`config.mk`:
```
export PLATFORM = sky130hd
export DESIGN_NAME = fiber_channel_path
export DESIGN_NICKNAME = d
export VERILOG_FILES = /design/src/fiber_path_pkg.sv /design/src/sym_fifo.sv /design/src/fiber_channel_path.sv
export VERILOG_INCLUDE_DIRS = /design/src
export SDC_FILE = /design/constraint.sdc
export NUM_CORES = 1
export LEC_CHECK = 0
export BUFFER_PORTS_ARGS = -buffer_cell sky130_fd_sc_hd__buf_2
export CORE_ASPECT_RATIO = 1.5
export CORE_MARGIN = 10
export CORE_UTILIZATION = 55
export CTS_CLUSTER_SIZE = 12
export DETAILED_ROUTE_END_ITERATION = 10
export HOLD_SLACK_MARGIN = 0.06
export PLACE_DENSITY = 0.72
export SETUP_SLACK_MARGIN = 0.1
export SLEW_MARGIN = 20
export SYNTH_ARGS = -nofsm -noshare
export SYNTH_HDL_FRONTEND = slang
export SYNTH_SLANG_ARGS = --single-unit
```
`constraint.sdc`:
```
create_clock -name mclk -period 7.2 [get_ports mclk]
set_input_delay 1.08 -clock mclk [delete_from_list [all_inputs] [get_ports mclk]]
set_output_delay 1.08 -clock mclk [all_outputs]
set_load 0.1 [all_outputs]
```
`src/fiber_path_defines.svh`:
```
// Functional notes
// - Each channel picks fiber mode from its own signal-detect/enable pin.
// - Fiber path stays inactive whenever the channel runs at 10 Mbps.
// - Fiber mode bypasses speed/duplex negotiation, scrambler and descrambler.
// - Fiber transmitter sends the encoder's 5-bit code stream as NRZI.
// - Two-bit gain select: 11=1.30, 10=1.15, 01=1.00 default, 00=0.85.
// - Sliced receive bits reach clock recovery only while signal detect is high.
// - Signal detect asserted puts the channel in link pass, data valid.
// - Signal detect deasserted puts the channel in link fail, data invalid.
// - Grounded enable pin selects twisted pair and disables the fiber path.
// - Far-end fault works only in fiber mode, off after reset, enable bit.
// - Fault idle with no signal detect sends one zero after 84 ones.
// - Three consecutive received fault intervals set remote fault and the LED.
`ifndef FIBER_PATH_DEFINES_SVH
`define FIBER_PATH_DEFINES_SVH

// Far-end fault pattern shape
`define FAULT_ONES 7'h54
`define FAULT_RUN_OVER 7'h55
`define FAULT_INTERVALS 2'h3

// Output gain selects and codes in hundredths
`define GAIN_SEL_130 2'h3
`define GAIN_SEL_115 2'h2
`define GAIN_SEL_100 2'h1
`define GAIN_SEL_085 2'h0
`define GAIN_CODE_130 8'h82
`define GAIN_CODE_115 8'h73
`define GAIN_CODE_100 8'h64
`define GAIN_CODE_085 8'h55
`define GAIN_CODE_RESET 8'h64

// Code group layout and idle group
`define SYM_BITS 3'h5
`define IDLE_CODE 5'h1f

`endif

```
`src/fiber_path_pkg.sv`:
```
package fiber_path_pkg;

  // One code group from the block encoder
  typedef struct packed {
    logic idle;
    logic [4:0] code;
  } tx_sym_t;

  // Which media path the channel runs
  typedef enum logic [1:0] {
    PATH_TP10,
    PATH_TP100,
    PATH_FIBER
  } path_t;

endpackage

```
`src/sym_fifo.sv`:
```
`timescale 1ns/1ps
module sym_fifo #(
  parameter int WIDTH = 6,
  parameter int DEPTH = 32
) (
  input wire logic mclk,
  input wire logic rst_n,
  input wire logic inValid,
  output logic inReady,
  input wire logic [WIDTH-1:0] inData,
  output logic outValid,
  input wire logic outReady,
  output logic [WIDTH-1:0] outData
);
  localparam int AW = $clog2(DEPTH);

  logic [WIDTH-1:0] mem [DEPTH];
  logic [AW-1:0] wrPtr_ff, nxt_wrPtr;
  logic [AW-1:0] rdPtr_ff, nxt_rdPtr;
  logic [AW:0] count_ff, nxt_count;
  logic inReady_ff, nxt_inReady;
  logic outValid_ff, nxt_outValid;
  logic [WIDTH-1:0] outData_ff, nxt_outData;
  logic push, pop;

  // Head register refills whenever empty or drained
  always_comb begin
    push = inValid && inReady_ff;
    pop = (count_ff != '0) && (!outValid_ff || outReady);
    nxt_wrPtr = push ? AW'(wrPtr_ff + 1'b1) : wrPtr_ff;
    nxt_rdPtr = pop ? AW'(rdPtr_ff + 1'b1) : rdPtr_ff;
    nxt_count = count_ff;
    if (push && !pop) begin
      nxt_count = (AW+1)'(count_ff + 1'b1);
    end else if (pop && !push) begin
      nxt_count = (AW+1)'(count_ff - 1'b1);
    end
    // Registered ready looks at the next count, so all DEPTH slots fill, never overflows
    nxt_inReady = nxt_count < (AW+1)'(DEPTH);
    nxt_outValid = pop || (outValid_ff && !outReady);
    nxt_outData = pop ? mem[rdPtr_ff] : outData_ff;
  end

  always_ff @(posedge mclk or negedge rst_n) begin
    if (!rst_n) begin
      wrPtr_ff <= '0;
      rdPtr_ff <= '0;
      count_ff <= '0;
      inReady_ff <= 1'b0;
      outValid_ff <= 1'b0;
      outData_ff <= '0;
    end else begin
      wrPtr_ff <= nxt_wrPtr;
      rdPtr_ff <= nxt_rdPtr;
      count_ff <= nxt_count;
      inReady_ff <= nxt_inReady;
      outValid_ff <= nxt_outValid;
      outData_ff <= nxt_outData;
    end
  end

  // Storage has no reset; only written entries are ever read
  always_ff @(posedge mclk) begin
    if (push) begin
      mem[wrPtr_ff] <= inData;
    end
  end

  assign inReady = inReady_ff;
  assign outValid = outValid_ff;
  assign outData = outData_ff;
endmodule // sym_fifo

```
`src/fiber_channel_path.sv`:
```
`timescale 1ns/1ps
`include "fiber_path_defines.svh"
module fiber_channel_path
  import fiber_path_pkg::*;
#(
  parameter int FIFO_DEPTH = 32
) (
  input wire logic mclk,
  input wire logic rst_n,
  input wire logic speed100,
  input wire logic sigDetectFiberSelect,
  input wire logic fiberPinGrounded,
  input wire logic farEndFaultSignal,
  input wire logic [1:0] fiberOutGainSel,
  input wire logic encValid,
  output logic encReady,
  input wire tx_sym_t encSym,
  input wire logic txBitTick,
  input wire logic rxBitTick,
  input wire logic fiberRxBit,
  output logic fiberTxP,
  output logic fiberTxN,
  output logic [7:0] fiberGainCode,
  output path_t pathMode,
  output logic fiberMode,
  output logic tpPathEn,
  output logic bypassAutoneg,
  output logic bypassScrambler,
  output logic linkPass,
  output logic cdrBit,
  output logic cdrValid,
  output logic remoteFault,
  output logic indicatorOut0N
);
  // Mode state
  path_t pathMode_ff, nxt_pathMode;
  logic fiberMode_ff, nxt_fiberMode;
  logic tpPathEn_ff, nxt_tpPathEn;
  logic bypass_ff, nxt_bypass;
  logic [7:0] gain_ff, nxt_gain;
  // Transmit state
  logic [4:0] shift_ff, nxt_shift;
  logic [2:0] bitsLeft_ff, nxt_bitsLeft;
  logic curIdle_ff, nxt_curIdle;
  logic [6:0] txOnes_ff, nxt_txOnes;
  logic txP_ff, nxt_txP;
  logic txN_ff, nxt_txN;
  logic txBit, faultIdleEn, fifoValid, fifoReady;
  tx_sym_t fifoSym;
  // Receive state
  logic rxPrev_ff, nxt_rxPrev;
  logic [6:0] rxRun_ff, nxt_rxRun;
  logic [1:0] intervals_ff, nxt_intervals;
  logic link_ff, nxt_link;
  logic cdrBit_ff, nxt_cdrBit;
  logic cdrValid_ff, nxt_cdrValid;
  logic fault_ff, nxt_fault;
  logic ledN_ff, nxt_ledN;
  logic rxNrz;

  // Elastic store between encoder and serializer
  sym_fifo #(
    .WIDTH($bits(tx_sym_t)),
    .DEPTH(FIFO_DEPTH)
  ) u_fifo (
    .mclk(mclk),
    .rst_n(rst_n),
    .inValid(encValid),
    .inReady(encReady),
    .inData(encSym),
    .outValid(fifoValid),
    .outReady(fifoReady),
    .outData(fifoSym)
  );

  // Path selection and gain trim
  always_comb begin
    nxt_fiberMode = speed100 && !fiberPinGrounded;
    nxt_tpPathEn = !nxt_fiberMode;
    if (nxt_fiberMode) begin
      nxt_pathMode = PATH_FIBER;
    end else if (speed100) begin
      nxt_pathMode = PATH_TP100;
    end else begin
      nxt_pathMode = PATH_TP10;
    end
    nxt_bypass = nxt_fiberMode;
    case (fiberOutGainSel)
      `GAIN_SEL_130: nxt_gain = `GAIN_CODE_130;
      `GAIN_SEL_115: nxt_gain = `GAIN_CODE_115;
      `GAIN_SEL_100: nxt_gain = `GAIN_CODE_100;
      default: nxt_gain = `GAIN_CODE_085;
    endcase
  end

  always_ff @(posedge mclk or negedge rst_n) begin
    if (!rst_n) begin
      pathMode_ff <= PATH_TP10;
      fiberMode_ff <= 1'b0;
      tpPathEn_ff <= 1'b1;
      bypass_ff <= 1'b0;
      gain_ff <= `GAIN_CODE_RESET;
    end else begin
      pathMode_ff <= nxt_pathMode;
      fiberMode_ff <= nxt_fiberMode;
      tpPathEn_ff <= nxt_tpPathEn;
      bypass_ff <= nxt_bypass;
      gain_ff <= nxt_gain;
    end
  end

  // Serializer, fault idle insertion and NRZI line coding
  always_comb begin
    faultIdleEn = farEndFaultSignal && fiberMode_ff && !sigDetectFiberSelect;
    // zero after a full run of ones
    if (curIdle_ff && faultIdleEn) begin
      txBit = txOnes_ff != `FAULT_ONES;
    end else begin
      txBit = shift_ff[4];
    end
    fifoReady = txBitTick && (bitsLeft_ff <= 3'h1);
    nxt_shift = shift_ff;
    nxt_bitsLeft = bitsLeft_ff;
    nxt_curIdle = curIdle_ff;
    nxt_txOnes = txOnes_ff;
    nxt_txP = txP_ff;
    if (txBitTick) begin
      // Saturating run count keeps normal idle harmless
      if (!txBit) begin
        nxt_txOnes = 7'h00;
      end else if (txOnes_ff != `FAULT_RUN_OVER) begin
        nxt_txOnes = 7'(txOnes_ff + 1'b1);
      end else if (curIdle_ff && faultIdleEn) begin
        // A saturated run never reaches the gap; start a fresh one
        nxt_txOnes = 7'h00;
      end
      if (fiberMode_ff && txBit) begin
        nxt_txP = !txP_ff;
      end
      if (bitsLeft_ff <= 3'h1) begin
        // Underrun sends idle rather than stalling the line
        nxt_shift = fifoValid ? fifoSym.code : `IDLE_CODE;
        nxt_curIdle = fifoValid ? fifoSym.idle : 1'b1;
        nxt_bitsLeft = `SYM_BITS;
      end else begin
        nxt_shift = {shift_ff[3:0], 1'b1};
        nxt_bitsLeft = 3'(bitsLeft_ff - 1'b1);
      end
    end
    nxt_txN = !nxt_txP;
  end

  always_ff @(posedge mclk or negedge rst_n) begin
    if (!rst_n) begin
      shift_ff <= `IDLE_CODE;
      bitsLeft_ff <= 3'h0;
      curIdle_ff <= 1'b1;
      txOnes_ff <= 7'h00;
      txP_ff <= 1'b0;
      txN_ff <= 1'b1;
    end else begin
      shift_ff <= nxt_shift;
      bitsLeft_ff <= nxt_bitsLeft;
      curIdle_ff <= nxt_curIdle;
      txOnes_ff <= nxt_txOnes;
      txP_ff <= nxt_txP;
      txN_ff <= nxt_txN;
    end
  end

  // Receive gating, link state and fault pattern detection
  always_comb begin
    rxNrz = fiberRxBit ^ rxPrev_ff;
    nxt_link = fiberMode_ff && sigDetectFiberSelect;
    nxt_cdrValid = nxt_link;
    nxt_cdrBit = fiberRxBit && nxt_link;
    nxt_rxPrev = rxBitTick ? fiberRxBit : rxPrev_ff;
    nxt_rxRun = rxRun_ff;
    nxt_intervals = intervals_ff;
    if (!nxt_link || !farEndFaultSignal) begin
      nxt_rxRun = 7'h00;
      nxt_intervals = 2'h0;
    end else if (rxBitTick) begin
      if (!rxNrz) begin
        nxt_rxRun = 7'h00;
        if (rxRun_ff == `FAULT_ONES) begin
          if (intervals_ff != `FAULT_INTERVALS) begin
            nxt_intervals = 2'(intervals_ff + 1'b1);
          end
        end else begin
          nxt_intervals = 2'h0;
        end
      end else if (rxRun_ff == `FAULT_ONES) begin
        // Run too long for the pattern
        nxt_rxRun = `FAULT_RUN_OVER;
        nxt_intervals = 2'h0;
      end else if (rxRun_ff != `FAULT_RUN_OVER) begin
        nxt_rxRun = 7'(rxRun_ff + 1'b1);
      end
    end
    nxt_fault = nxt_intervals == `FAULT_INTERVALS;
    nxt_ledN = !nxt_fault;
  end

  always_ff @(posedge mclk or negedge rst_n) begin
    if (!rst_n) begin
      rxPrev_ff <= 1'b0;
      rxRun_ff <= 7'h00;
      intervals_ff <= 2'h0;
      link_ff <= 1'b0;
      cdrBit_ff <= 1'b0;
      cdrValid_ff <= 1'b0;
      fault_ff <= 1'b0;
      ledN_ff <= 1'b1;
    end else begin
      rxPrev_ff <= nxt_rxPrev;
      rxRun_ff <= nxt_rxRun;
      intervals_ff <= nxt_intervals;
      link_ff <= nxt_link;
      cdrBit_ff <= nxt_cdrBit;
      cdrValid_ff <= nxt_cdrValid;
      fault_ff <= nxt_fault;
      ledN_ff <= nxt_ledN;
    end
  end

  // Port drive, each straight from a flop
  assign fiberTxP = txP_ff;
  assign fiberTxN = txN_ff;
  assign fiberGainCode = gain_ff;
  assign pathMode = pathMode_ff;
  assign fiberMode = fiberMode_ff;
  assign tpPathEn = tpPathEn_ff;
  assign bypassAutoneg = bypass_ff;
  assign bypassScrambler = bypass_ff;
  assign linkPass = link_ff;
  assign cdrBit = cdrBit_ff;
  assign cdrValid = cdrValid_ff;
  assign remoteFault = fault_ff;
  assign indicatorOut0N = ledN_ff;
endmodule // fiber_channel_path

```
Word level (Yosys, flattened, before mapping)
Memory sizes are Yosys's and may differ from the RTL's. A register that Yosys moved wholly into a read port is not among the register bits.
Index checks and enable logic that the tools add are counted.

word-level totals
  bits in registers = 62
  output and inout bits = 22
  memory bits (writable) = 192
  memories = 1
  input port bits = 18
  word-level logic and storage cells = 107

memories
  memory      depth  bits a word  rd ports  clocked after Yosys merged registers in  write ports  RTL line        text
  u_fifo.mem  32     6            1         1                                        1            sym_fifo.sv:17  logic [WIDTH-1:0] mem [DEPTH];

cells by class
  mux-type cells = 28
  equality and inequality tests = 11
  add/sub/neg operators = 8
  reductions and logical operators = 34
  bitwise operators = 1
  $lt $le $gt $ge = 2

operators with widths
  operator                                              number
  2-to-1 mux 7 bit                                      8
  one-hot mux 8 bit (3 select lines)                    1
  != test 7 bit (second input constant)                 3
  adder 7 x 1 -> 7 bit (second input constant)          2
  2-to-1 mux 2 bit                                      7
  logical AND 1 bit                                     13
  logical NOT 1 bit                                     13
  2-to-1 mux 6 bit                                      2
  adder 5 x 1 -> 5 bit (second input constant)          2
  2-to-1 mux 5 bit                                      2
  equality test 7 bit (second input constant)           1
  2-to-1 mux 1 bit                                      7
  adder 6 x 1 -> 6 bit (second input constant)          1
  equality test 2 bit (second input constant)           3
  less-than comparator 6 bit (second input constant)    1
  AND reduction 2 bit                                   3
  nonzero test 6 bit                                    1
  subtractor 6 x 1 -> 6 bit (second input constant)     1
  != test 4 x 1 -> 1 bit (second input constant)        1
  <= comparator 3 x 1 -> 1 bit (second input constant)  1
  logical OR 1 bit                                      3
  2-to-1 mux 3 bit                                      1
  != test 3 x 1 -> 1 bit (second input constant)        1
  subtractor 3 x 1 -> 3 bit (second input constant)     1
  other kinds (5)                                       5

Depth between registers and ports, before layout
Gate-level depths: netlist of run 1.

  depth after elaboration = 8
  depth in mapped cells = 13
  gate-level depth less buffers = 12

Cells and area by module
Synthesis of run 1 repeated with hierarchy kept, for this count alone.

second synthesis, totals
  cell total of the unflattened synthesis = 730
  area total of the unflattened synthesis = 11,178.2 um^2

modules (own cells, without submodules)
  module              seq. area each (um^2)  cells an instance  area an instance (um^2)  times used
  sym_fifo            6,366.1                519                8,951.1                  1
  fiber_channel_path  1,041.0                211                2,227.1                  1

Least setup slack after synthesis of run 1
OpenSTA, ideal clock, no wires.

  path type = input to register
  start = input port txBitTick
  end = register u_fifo.inReady_ff (netlist: u_fifo.inReady)
  slack = 4,514 ps
  arrival = 2,602 ps
  setup time = 84 ps
  cell stages on the path = 10
  buffers on the path = 2
  data required time = 7,116 ps
  path through = nand3_1 -> a21o_2 -> buf_6 -> ha_1 -> clkbuf_1 -> inv_1 -> nand2_1 -> o22ai_1 -> o21ai_0 -> a21boi_0

between the ends
  longest elaborated chain between the ends = 7
  elaborated cells between the ends (all ways) = 9
  those cells by class = order compare (1); mux (2); reduce/logical (6)

ends and longest elaborated chain
  item                                                    RTL line                        text
  from (decl)                                             fiber_channel_path.sv:18        input wire logic txBitTick,
  logical AND 1 bit *                                     fiber_channel_path.sv:121       fifoReady = txBitTick && (bitsLeft_ff <= 3'h1);
  logical OR 1 bit *                                      sym_fifo.sv:29                  pop = (count_ff != '0) && (!outValid_ff || outReady);
  logical AND 1 bit *                                     sym_fifo.sv:29
  logical AND 1 bit or logical NOT 1 bit (tied branches)  sym_fifo.sv:35, sym_fifo.sv:33
  2-to-1 mux 6 bit or logical AND 1 bit (tied branches)   sym_fifo.sv:35, sym_fifo.sv:33
  2-to-1 mux 6 bit *                                      sym_fifo.sv:33                  if (push && !pop) begin
  less-than comparator 6 bit *                            sym_fifo.sv:39                  nxt_inReady = nxt_count < (AW+1)'(DEPTH);
  named net u_fifo.nxt_inReady                            sym_fifo.sv:21                  logic inReady_ff, nxt_inReady;
  to (signal assigned)                                    sym_fifo.sv:56                  inReady_ff <= nxt_inReady;
  to (decl)                                               sym_fifo.sv:21

The timed path passes the listed nets; every way through them passes the cells marked *.
A chain may end at the register's enable or synchronous reset.

Final worst setup path of run 1
  start = register u_fifo.count_ff[3]
  end = register u_fifo.inReady_ff (netlist: u_fifo.inReady)

between the ends
  longest elaborated chain between the ends = 6
  elaborated cells between the ends (all ways) = 10
  those cells by class = add/sub (2); order compare (1); mux (2); reduce/logical (5)

ends and longest elaborated chain
  item                                                                               RTL line        text
  from (decl)                                                                        sym_fifo.sv:20  logic [AW:0] count_ff, nxt_count;
  from (signal assigned)                                                             sym_fifo.sv:55  count_ff <= nxt_count;
  parallel branches: the longest is 4 deep, another holds subtractor 6 x 1 -> 6 bit  --
  2-to-1 mux 6 bit *                                                                 sym_fifo.sv:33
  less-than comparator 6 bit *                                                       sym_fifo.sv:39
  named net u_fifo.nxt_inReady                                                       sym_fifo.sv:21

Mark *: on every way through the listed nets, which the timed path passes.

==> metrics, run 1 <==
status finished, final reports clean; crit path launch type flip-flop; logic gate share of total power 27.0%; die area 26200 um^2; antenna cells 0; fmax approximately 370 MHz; drt total wl 21.8 mm; Worst-Margin Slew 0.859 ns; share of the synthesized area in the top cell type approximately 52%; synthesized cell area 11000 um^2; worst skew pair latency 0.53 ns; endpoints failing setup 0; worst hold path type flip-flop to flip-flop; R2R Path Start u_fifo.count_ff[3]$_DFFE_PN0P_; cts repair resizes 0; Sw Share 32.5%; final worst-path cycle share between 30% and 40%; GRT Overall Usage about 17%; CP Class flip-flop to flip-flop; largest net degree at the start of global routing 66; chip height 193 um; R2R setup slack around 4.5 ns; Final Cell Area ~12000 um^2; register bit count reported by yosys 257; antenna viol nets, final 0; register area share after synthesis about 67%; capturing point of the worst reg2reg path u_fifo.inReady$_DFF_PN0_; minimum clock period ~2.7 ns; post-CTS setup buffers 0; Clock power frac 28.3%; unrepaired setup endpoints after global routing false; hold buffer count at CTS 0; Syn Area/Cell 14.9 um^2; max cap viols 0; commonest non-fill, non-tap cell in the layout edfxtp_1; CTS root buf clkbuf_16; commonest cells after routing, fill and taps aside edfxtp_1 (192), nor2_1 (71), dfrtp_1 (51), nand2_1 (50), buf_2 (38); Worst Slack Setup Final 4.49 ns; top cells by area, synth edfxtp_1 (52%), dfrtp_1 (12%), mux4_2 (4.1%); metal3 WL 1.22 mm; CP max FO 16; final RePlAce weighted congestion 0.836; # nets final 815; detailed-routing wirelength on met1 8.15 mm; Critical Path End Type flip-flop; WP data arrival 3.14 ns; Layout Skew 0.0159 ns; Via-to-Cell Ratio between 5 and 6; CP required 7.63 ns; CTS Buf Count 26; total leakage power 0.00446 uW; vias in the first global route 6557; Inst Count DP roughly 1000; Synth Instances 740; H-tree depth 1; highest metal used met4; async set or reset register ratio after synthesis roughly a quarter; Fin. Hold Viols 0; CTS tree done; worst reg2reg path depth 9; Worst setup endpoint u_fifo.inReady$_DFF_PN0_; clock transition at the registers of the reported paths 0.06 ns; clock sink count 257; met2 wire length around 12 mm; I/O pin total 40; pre-CTS setup slack ~4.0 ns; Die X 136 um; Pwr Density 360 nW/um^2; core area a little under 20000 um^2; switching power 1420 uW; Fin Setup TNS 0 ns; router iterations before antenna repair 5; Slew HR 42.7%; DR iter-0 viols 378; FP Rows 63; worst-case clock buffer depth 3; Synth Warn # 0; area grow syn2layout 9.70%; drt wl/cell 20.7 um; Starting Density a little under three fifths; number of synthesized flops with an enable pin 192; ys flop type edfxtp_1; Fillers 1460; worst IR drop on VDD 0.237 mV; IO Port Bufs 38; drt drc 0; vias after detailed routing 6240; GRT overflow 0; Detail Placement HPWL 14.5 mm; DP Area 11300 um^2; Non-Filler Instances 1054; Cell Int Power 2940 uW; Slew Viols, Final 0; crit path from u_fifo.count_ff[3]$_DFFE_PN0P_; Netlist cell types between 60 and 70; layout cells sized above 1 17.0%; syn nets 781; first-pass GRT wire length 34.9 mm; Yosys top cell by area edfxtp_1; sequential share of power 44.7%; antenna violations before repair 0
## synthesized netlist by cell type, drive strengths merged (10+ instances only)
cell type and n:
nor2 72, nand3 13, o21ai 27, dfstp 12, mux2i 27, dfrtp 53, inv 32, a21oi 22
buf 25, nand2 50, ha 23, mux4 27, edfxtp 192, mux2 12, clkbuf 10
## cell type report
class	instances	area, um^2	area share (%)
Clock inverter	4	28.8	0.238
Inverter	33	124	1.02
Timing Repair Buffer	41	213	1.76
Clock buffer	44	758	6.27
Sequential cell	257	7410	61.2
Tap cell	260	325	2.69
Multi-Input combinational cell	415	3240	26.8
## sequential cells by signal, indices dropped and copies added, names as in the netlist, 3 cells and up, named ones only
name / cells
rxRun_ff: 7
u_fifo.mem: 192
u_fifo.wrPtr_ff: 5
bitsLeft_ff: 3
u_fifo.outData: 6
txOnes_ff: 7
u_fifo.count_ff: 5
u_fifo.rdPtr_ff: 5
fiberGainCode: 6
shift_ff: 5
## how the worst min path moves through the flow
stage | startpoint | endpoint | slack, ns | cells past startpoint
after floorplan | u_fifo.outData[1]$_DFFE_PN0P_ | u_fifo.outData[1]$_DFFE_PN0P_ | 0.44 | 2
after global placement | shift_ff[2]$_DFFE_PN1P_ | shift_ff[2]$_DFFE_PN1P_ | 0.46 | 2
after detailed placement | u_fifo.outData[1]$_DFFE_PN0P_ | u_fifo.outData[1]$_DFFE_PN0P_ | 0.46 | 2
after CTS | u_fifo.outData[1]$_DFFE_PN0P_ | u_fifo.outData[1]$_DFFE_PN0P_ | 0.47 | 2
after global routing | u_fifo.outData[1]$_DFFE_PN0P_ | u_fifo.outData[1]$_DFFE_PN0P_ | 0.50 | 2
final | u_fifo.outData[1]$_DFFE_PN0P_ | u_fifo.outData[1]$_DFFE_PN0P_ | 0.47 | 2
## through the flow
| step | hold WS, ns | utilization, % | power [uW] |
|---|---|---|---|
| global route | 0.496 | 61.2 | 4570 |
| global placement | 0.458 | 57.2 | 3100 |
| detailed placement | 0.461 | 57.2 | 3150 |
| finish | 0.471 | 61.2 | 4360 |
| floorplan | 0.440 | - | 2880 |
| CTS | 0.474 | 61.2 | 4380 |
## power by group through the flow
stage	Combinational, uW	Sequential (uW)	Clock (uW)
after CTS	1180	1950	1250
after floorplan	941	1940	0
after global routing	1280	1970	1320
final	1180	1950	1240
after detailed placement	1170	1980	0
after global placement	1140	1960	0
## logic make-up after synthesis
family	Yosys count	share of synthesized area [%]
other	1	0.0340
and+or+nand+nor	186	7.99
muxes	66	9.43
DFF	257	67.2
adders and majority gates	23	2.61
buffers and inverters	68	3.46
xor gates and xnor gates	11	0.874
AOI/OAI and AO/OA	128	8.45
## critical path, stage by stage (launching register included)
cell	delay (ns)
dfrtp_1	0.44
or3_1	0.40
nor3b_2	0.21
a21o_2	0.33
ha_1	0.42
inv_1	0.13
nand2_1	0.14
o22ai_1	0.10
o21ai_0	0.20
a21boi_0	0.23
## per-layer routing
metal | global-route usage (%) | vias to the layer above
met5 | 0 | -
met4 | 6.14 | 0
met3 | 2.65 | 53
met2 | 29.9 | 190
met1 | 19.1 | 3135
li1 | - | 2862
Power figures use the tool's default switching activity.
==> run 2: changes to the inputs <==
ABC_AREA = 1   (was not set)
PLACE_DENSITY = 0.75   (was 0.72)
clock period = 2.4 ns   (was 7.2 ns; I/O delays follow)
==> run 2 against run 1 <==
Net effect:
- clock skew fell by 0.0038 ns
- final area rose by 6.4%
- die area rose by 4.9%
- power rose to 3.2 times the previous value
- clock power rose to 2.8 times the previous value
- clock-buffer cell count rose by 1
- worst hold slack got worse by 0.39 ns
- final cell count rose by 42%
- critical path depth rose by 4
- synthesized area rose by 5.6%
- via count rose by 27%
- setup slack got worse by 4.1 ns
==> metrics, run 2 <==
Synth Warn # 0 (unchanged); CTS root buf clkbuf_16 (unchanged); drt wl/cell 16.6 um (was 20.7 um); CP required 2.85 ns (was 7.63 ns); minimum clock period 2.02 ns (was 2.71 ns); CP cell instances inv_2 -> ha_1 -> inv_1 -> a21oi_4 -> nand2_4 -> nand2_2 -> nand2_2 -> ha_1 -> nor2_2 -> nand2_1 -> o22ai_1 -> nand2_1 -> nand2_1 (was or3_1 -> nor3b_2 -> a21o_2 -> ha_1 -> inv_1 -> nand2_1 -> o22ai_1 -> o21ai_0 -> a21boi_0); Netlist cell types 45 (was 66); Largest regs u_fifo.mem: 192 flops, rxRun_ff: 7 flops, txOnes_ff: 7 flops (unchanged); clock sink count 257 (unchanged); count leader, synth nand2_1 (was edfxtp_1); Largest register FFs 192 (unchanged); Slew Viols, Final 0 (unchanged); hold depth 2 (unchanged); vias after detailed routing 7937 (was 6240); WP data arrival 2.46 ns (was 3.14 ns); Critical Path End Type flip-flop (unchanged); CP max FO 7 (was 16); async set or reset register ratio after synthesis 25.3% (unchanged); router iterations before antenna repair 5 (unchanged); status finished, final reports clean (unchanged); drt total wl 24.9 mm (was 21.8 mm); Worst-Margin Slew 0.799 ns (was 0.859 ns); Pwr Density 1070 nW/um^2 (was 360 nW/um^2); antenna violations before repair 0 (unchanged); antenna cells 0 (unchanged); CP Class flip-flop to flip-flop (unchanged); Inst Count DP 1452 (was 1006); worst IR drop on VDD 0.627 mV (was 0.237 mV); commonest non-fill, non-tap cell in the layout nand2_1 (was edfxtp_1); total leakage power 0.00549 uW (was 0.00446 uW); delay-heaviest family, CP simple AND/OR/NAND/NOR gates (was compound AO/OA/AOI/OAI gates); Max stage delay on crit path 0.37 ns (was 0.44 ns); clock transition at the registers of the reported paths 0.06 ns (about the same); Fin Setup TNS 0 ns (unchanged); syn nets 1208 (was 781); Die X 139 um (was 136 um); worst skew pair latency 0.51 ns (was 0.53 ns); CTS Buf Count 25 (was 26); Yosys top cell by area edfxtp_1 (unchanged); # nets final 1255 (was 815); worst reg2reg path depth 13 (was 9); synth cell count leaders nand2_1 (338), edfxtp_1 (192), nand3_1 (139), inv_1 (132), nor2_1 (98) (was edfxtp_1 (192), nor2_1 (71), dfrtp_1 (53), nand2_1 (50), inv_1 (31)); IO Port Bufs 38 (unchanged); area grow syn2layout 10.5% (was 9.70%); Fin. Hold Viols 0 (unchanged); slowest cell on the critical path dfrtp_1 (unchanged); vias in the first global route 7928 (was 6557); drt drc 0 (unchanged); share of the synthesized area in the top cell type 49.5% (was 52.3%); number of synthesized flops with an enable pin 192 (unchanged); final worst-path cycle share 84.0% (was 37.6%); most frequent CP cell nand2_1; unrepaired setup endpoints after global routing false (unchanged); endpoints failing setup 0 (unchanged); worst path buffer plus inverter count 2 (was 1); Layout Skew 0.0121 ns (was 0.0159 ns); count of cell instances traversed by the critical path 13 (was 9); DR iter-0 viols 613 (was 378); pre-CTS setup slack 0.308 ns (was 4.02 ns); synthesized cell area 11600 um^2 (was 11000 um^2); commonest cells after routing, fill and taps aside nand2_1 (338), edfxtp_1 (192), nand3_1 (139), inv_1 (132), nor2_1 (97) (was edfxtp_1 (192), nor2_1 (71), dfrtp_1 (51), nand2_1 (50), buf_2 (38)); Worst Slack Setup Final 0.384 ns (was 4.49 ns); Multi-input gate area 3400 um^2 (was 3240 um^2); fmax 496 MHz (was 370 MHz); Detail Placement HPWL 16.6 mm (was 14.5 mm); GRT Overall Usage 17.9% (was 16.6%); Largest Register u_fifo.mem (unchanged); Via-to-Cell Ratio 5.29 (was 5.92); core area 21000 um^2 (was 19800 um^2); final RePlAce weighted congestion 0.897 (was 0.836); worst-case clock buffer depth 3 (unchanged); Starting Density 55.5% (was 55.7%); HP Start fiberPinGrounded (was u_fifo.outData[1]$_DFFE_PN0P_); Slew HR 46.7% (was 42.7%); first-pass GRT wire length 40.1 mm (was 34.9 mm); crit path from bitsLeft_ff[1]$_DFFE_PN0P_ (was u_fifo.count_ff[3]$_DFFE_PN0P_); FP Rows 65 (was 63); I/O pin total 40 (unchanged); Syn Area/Cell 9.98 um^2 (was 14.9 um^2); register bit count reported by yosys 257 (unchanged); GRT overflow 0 (unchanged); R2R Path Start bitsLeft_ff[1]$_DFFE_PN0P_ (was u_fifo.count_ff[3]$_DFFE_PN0P_); ys flop type edfxtp_1 (unchanged); chip height 198 um (was 193 um); die area 27500 um^2 (was 26200 um^2); Min Hold Slack 0.0772 ns (was 0.471 ns); largest net degree at the start of global routing 105 (was 66); top cells by area, synth edfxtp_1 (50%), dfrtp_1 (11%), nand2_1 (11%) (was edfxtp_1 (52%), dfrtp_1 (12%), mux4_2 (4.1%)); CTS tree done (unchanged); Fillers 1694 (was 1460); max cap viols 0 (unchanged); Synth Instances 1167 (was 740); H-tree depth 1 (unchanged); register area share after synthesis 63.6% (was 67.2%); crit path launch type flip-flop (unchanged); layout cells sized above 1 11.3% (was 17.0%); Non-Filler Instances 1500 (was 1054); antenna viol nets, final 0 (unchanged); register area 7410 um^2 (unchanged); worst hold path type primary input to flip-flop (was flip-flop to flip-flop)
[run 2: worst reg2reg max path, stage by stage (launching register included)]
cell	delay, ns
dfrtp_1	0.37
inv_2	0.08
ha_1	0.15
inv_1	0.07
a21oi_4	0.19
nand2_4	0.10
nand2_2	0.08
nand2_2	0.06
ha_1	0.26
nor2_2	0.25
nand2_1	0.08
o22ai_1	0.15
nand2_1	0.07
nand2_1	0.05
[run 2: where the power goes]
group / internal, uW / switching, uW / total (uW)
Clock: 2020 / 1500 / 3520
Combinational: 1320 / 3240 / 4560
Sequential: 5340 / 355 / 5690
[run 2: final timing paths]
kind	slack [ns]	to
setup reg to reg	0.38	u_fifo.count_ff[2]$_DFFE_PN0P_
hold reg to reg	0.49	shift_ff[0]$_DFFE_PN1P_
min in group asynchronous	0.48	txOnes_ff[1]$_DFFE_PN0P_
max in group asynchronous	1.20	u_fifo.wrPtr_ff[1]$_DFFE_PN0P_
hold / removal	0.08	bypassAutoneg$_DFF_PN0_
setup / recovery	0.38	u_fifo.count_ff[2]$_DFFE_PN0P_
[run 2: kinds of logic after synthesis]
logic type                 count (synthesis)  synth area share (%)
AOI/OAI and AO/OA                         64                  3.13
xor gates and xnor gates                  15                  1.19
adders and majority gates                 23                  2.47
buffers and inverters                    192                  7.19
DFF                                      257                  63.6
other                                      1                0.0322
and+or+nand+nor                          615                  22.4
[run 2: cell type report]
| type | instances | area share, % |
|---|---|---|
| Sequential cell | 257 | 57.6 |
| Tap cell | 268 | 2.61 |
| Clock buffer | 45 | 5.64 |
| Inverter | 143 | 4.19 |
| Timing Repair Buffer | 69 | 3.54 |
| Multi-Input combinational cell | 718 | 26.5 |
[run 2: repair_timing]
action / 4_1_cts / 5_1_grt
hold buffers: 3 / 0
hold endpoints to repair: 23 / 0
endpoints found under the setup margin: 0 / 3
setup buffers: 0 / 0
gates resized for setup: 0 / 1
[run 2: through the flow]
stage | power (uW) | cell area [um^2] | utilization, %
final | 13800 | 12900 | 61.3
after global routing | 14600 | 12900 | 61.3
after CTS | 13800 | 12900 | 61.3
after detailed placement | 10300 | 12100 | 57.7
after global placement | 10200 | 12100 | 57.7
after floorplan | 9090 | 11600 | -
[run 2: routing by layer]
| layer | vias up | track usage [%] | wire length [um] |
|---|---|---|---|
| met5 | - | 0 | 0 |
| met4 | 0 | 7.40 | 875 |
| met3 | 57 | 2.85 | 1340 |
| met2 | 234 | 33.2 | 13300 |
| met1 | 3767 | 19.7 | 9330 |
| li1 | 3879 | - | - |
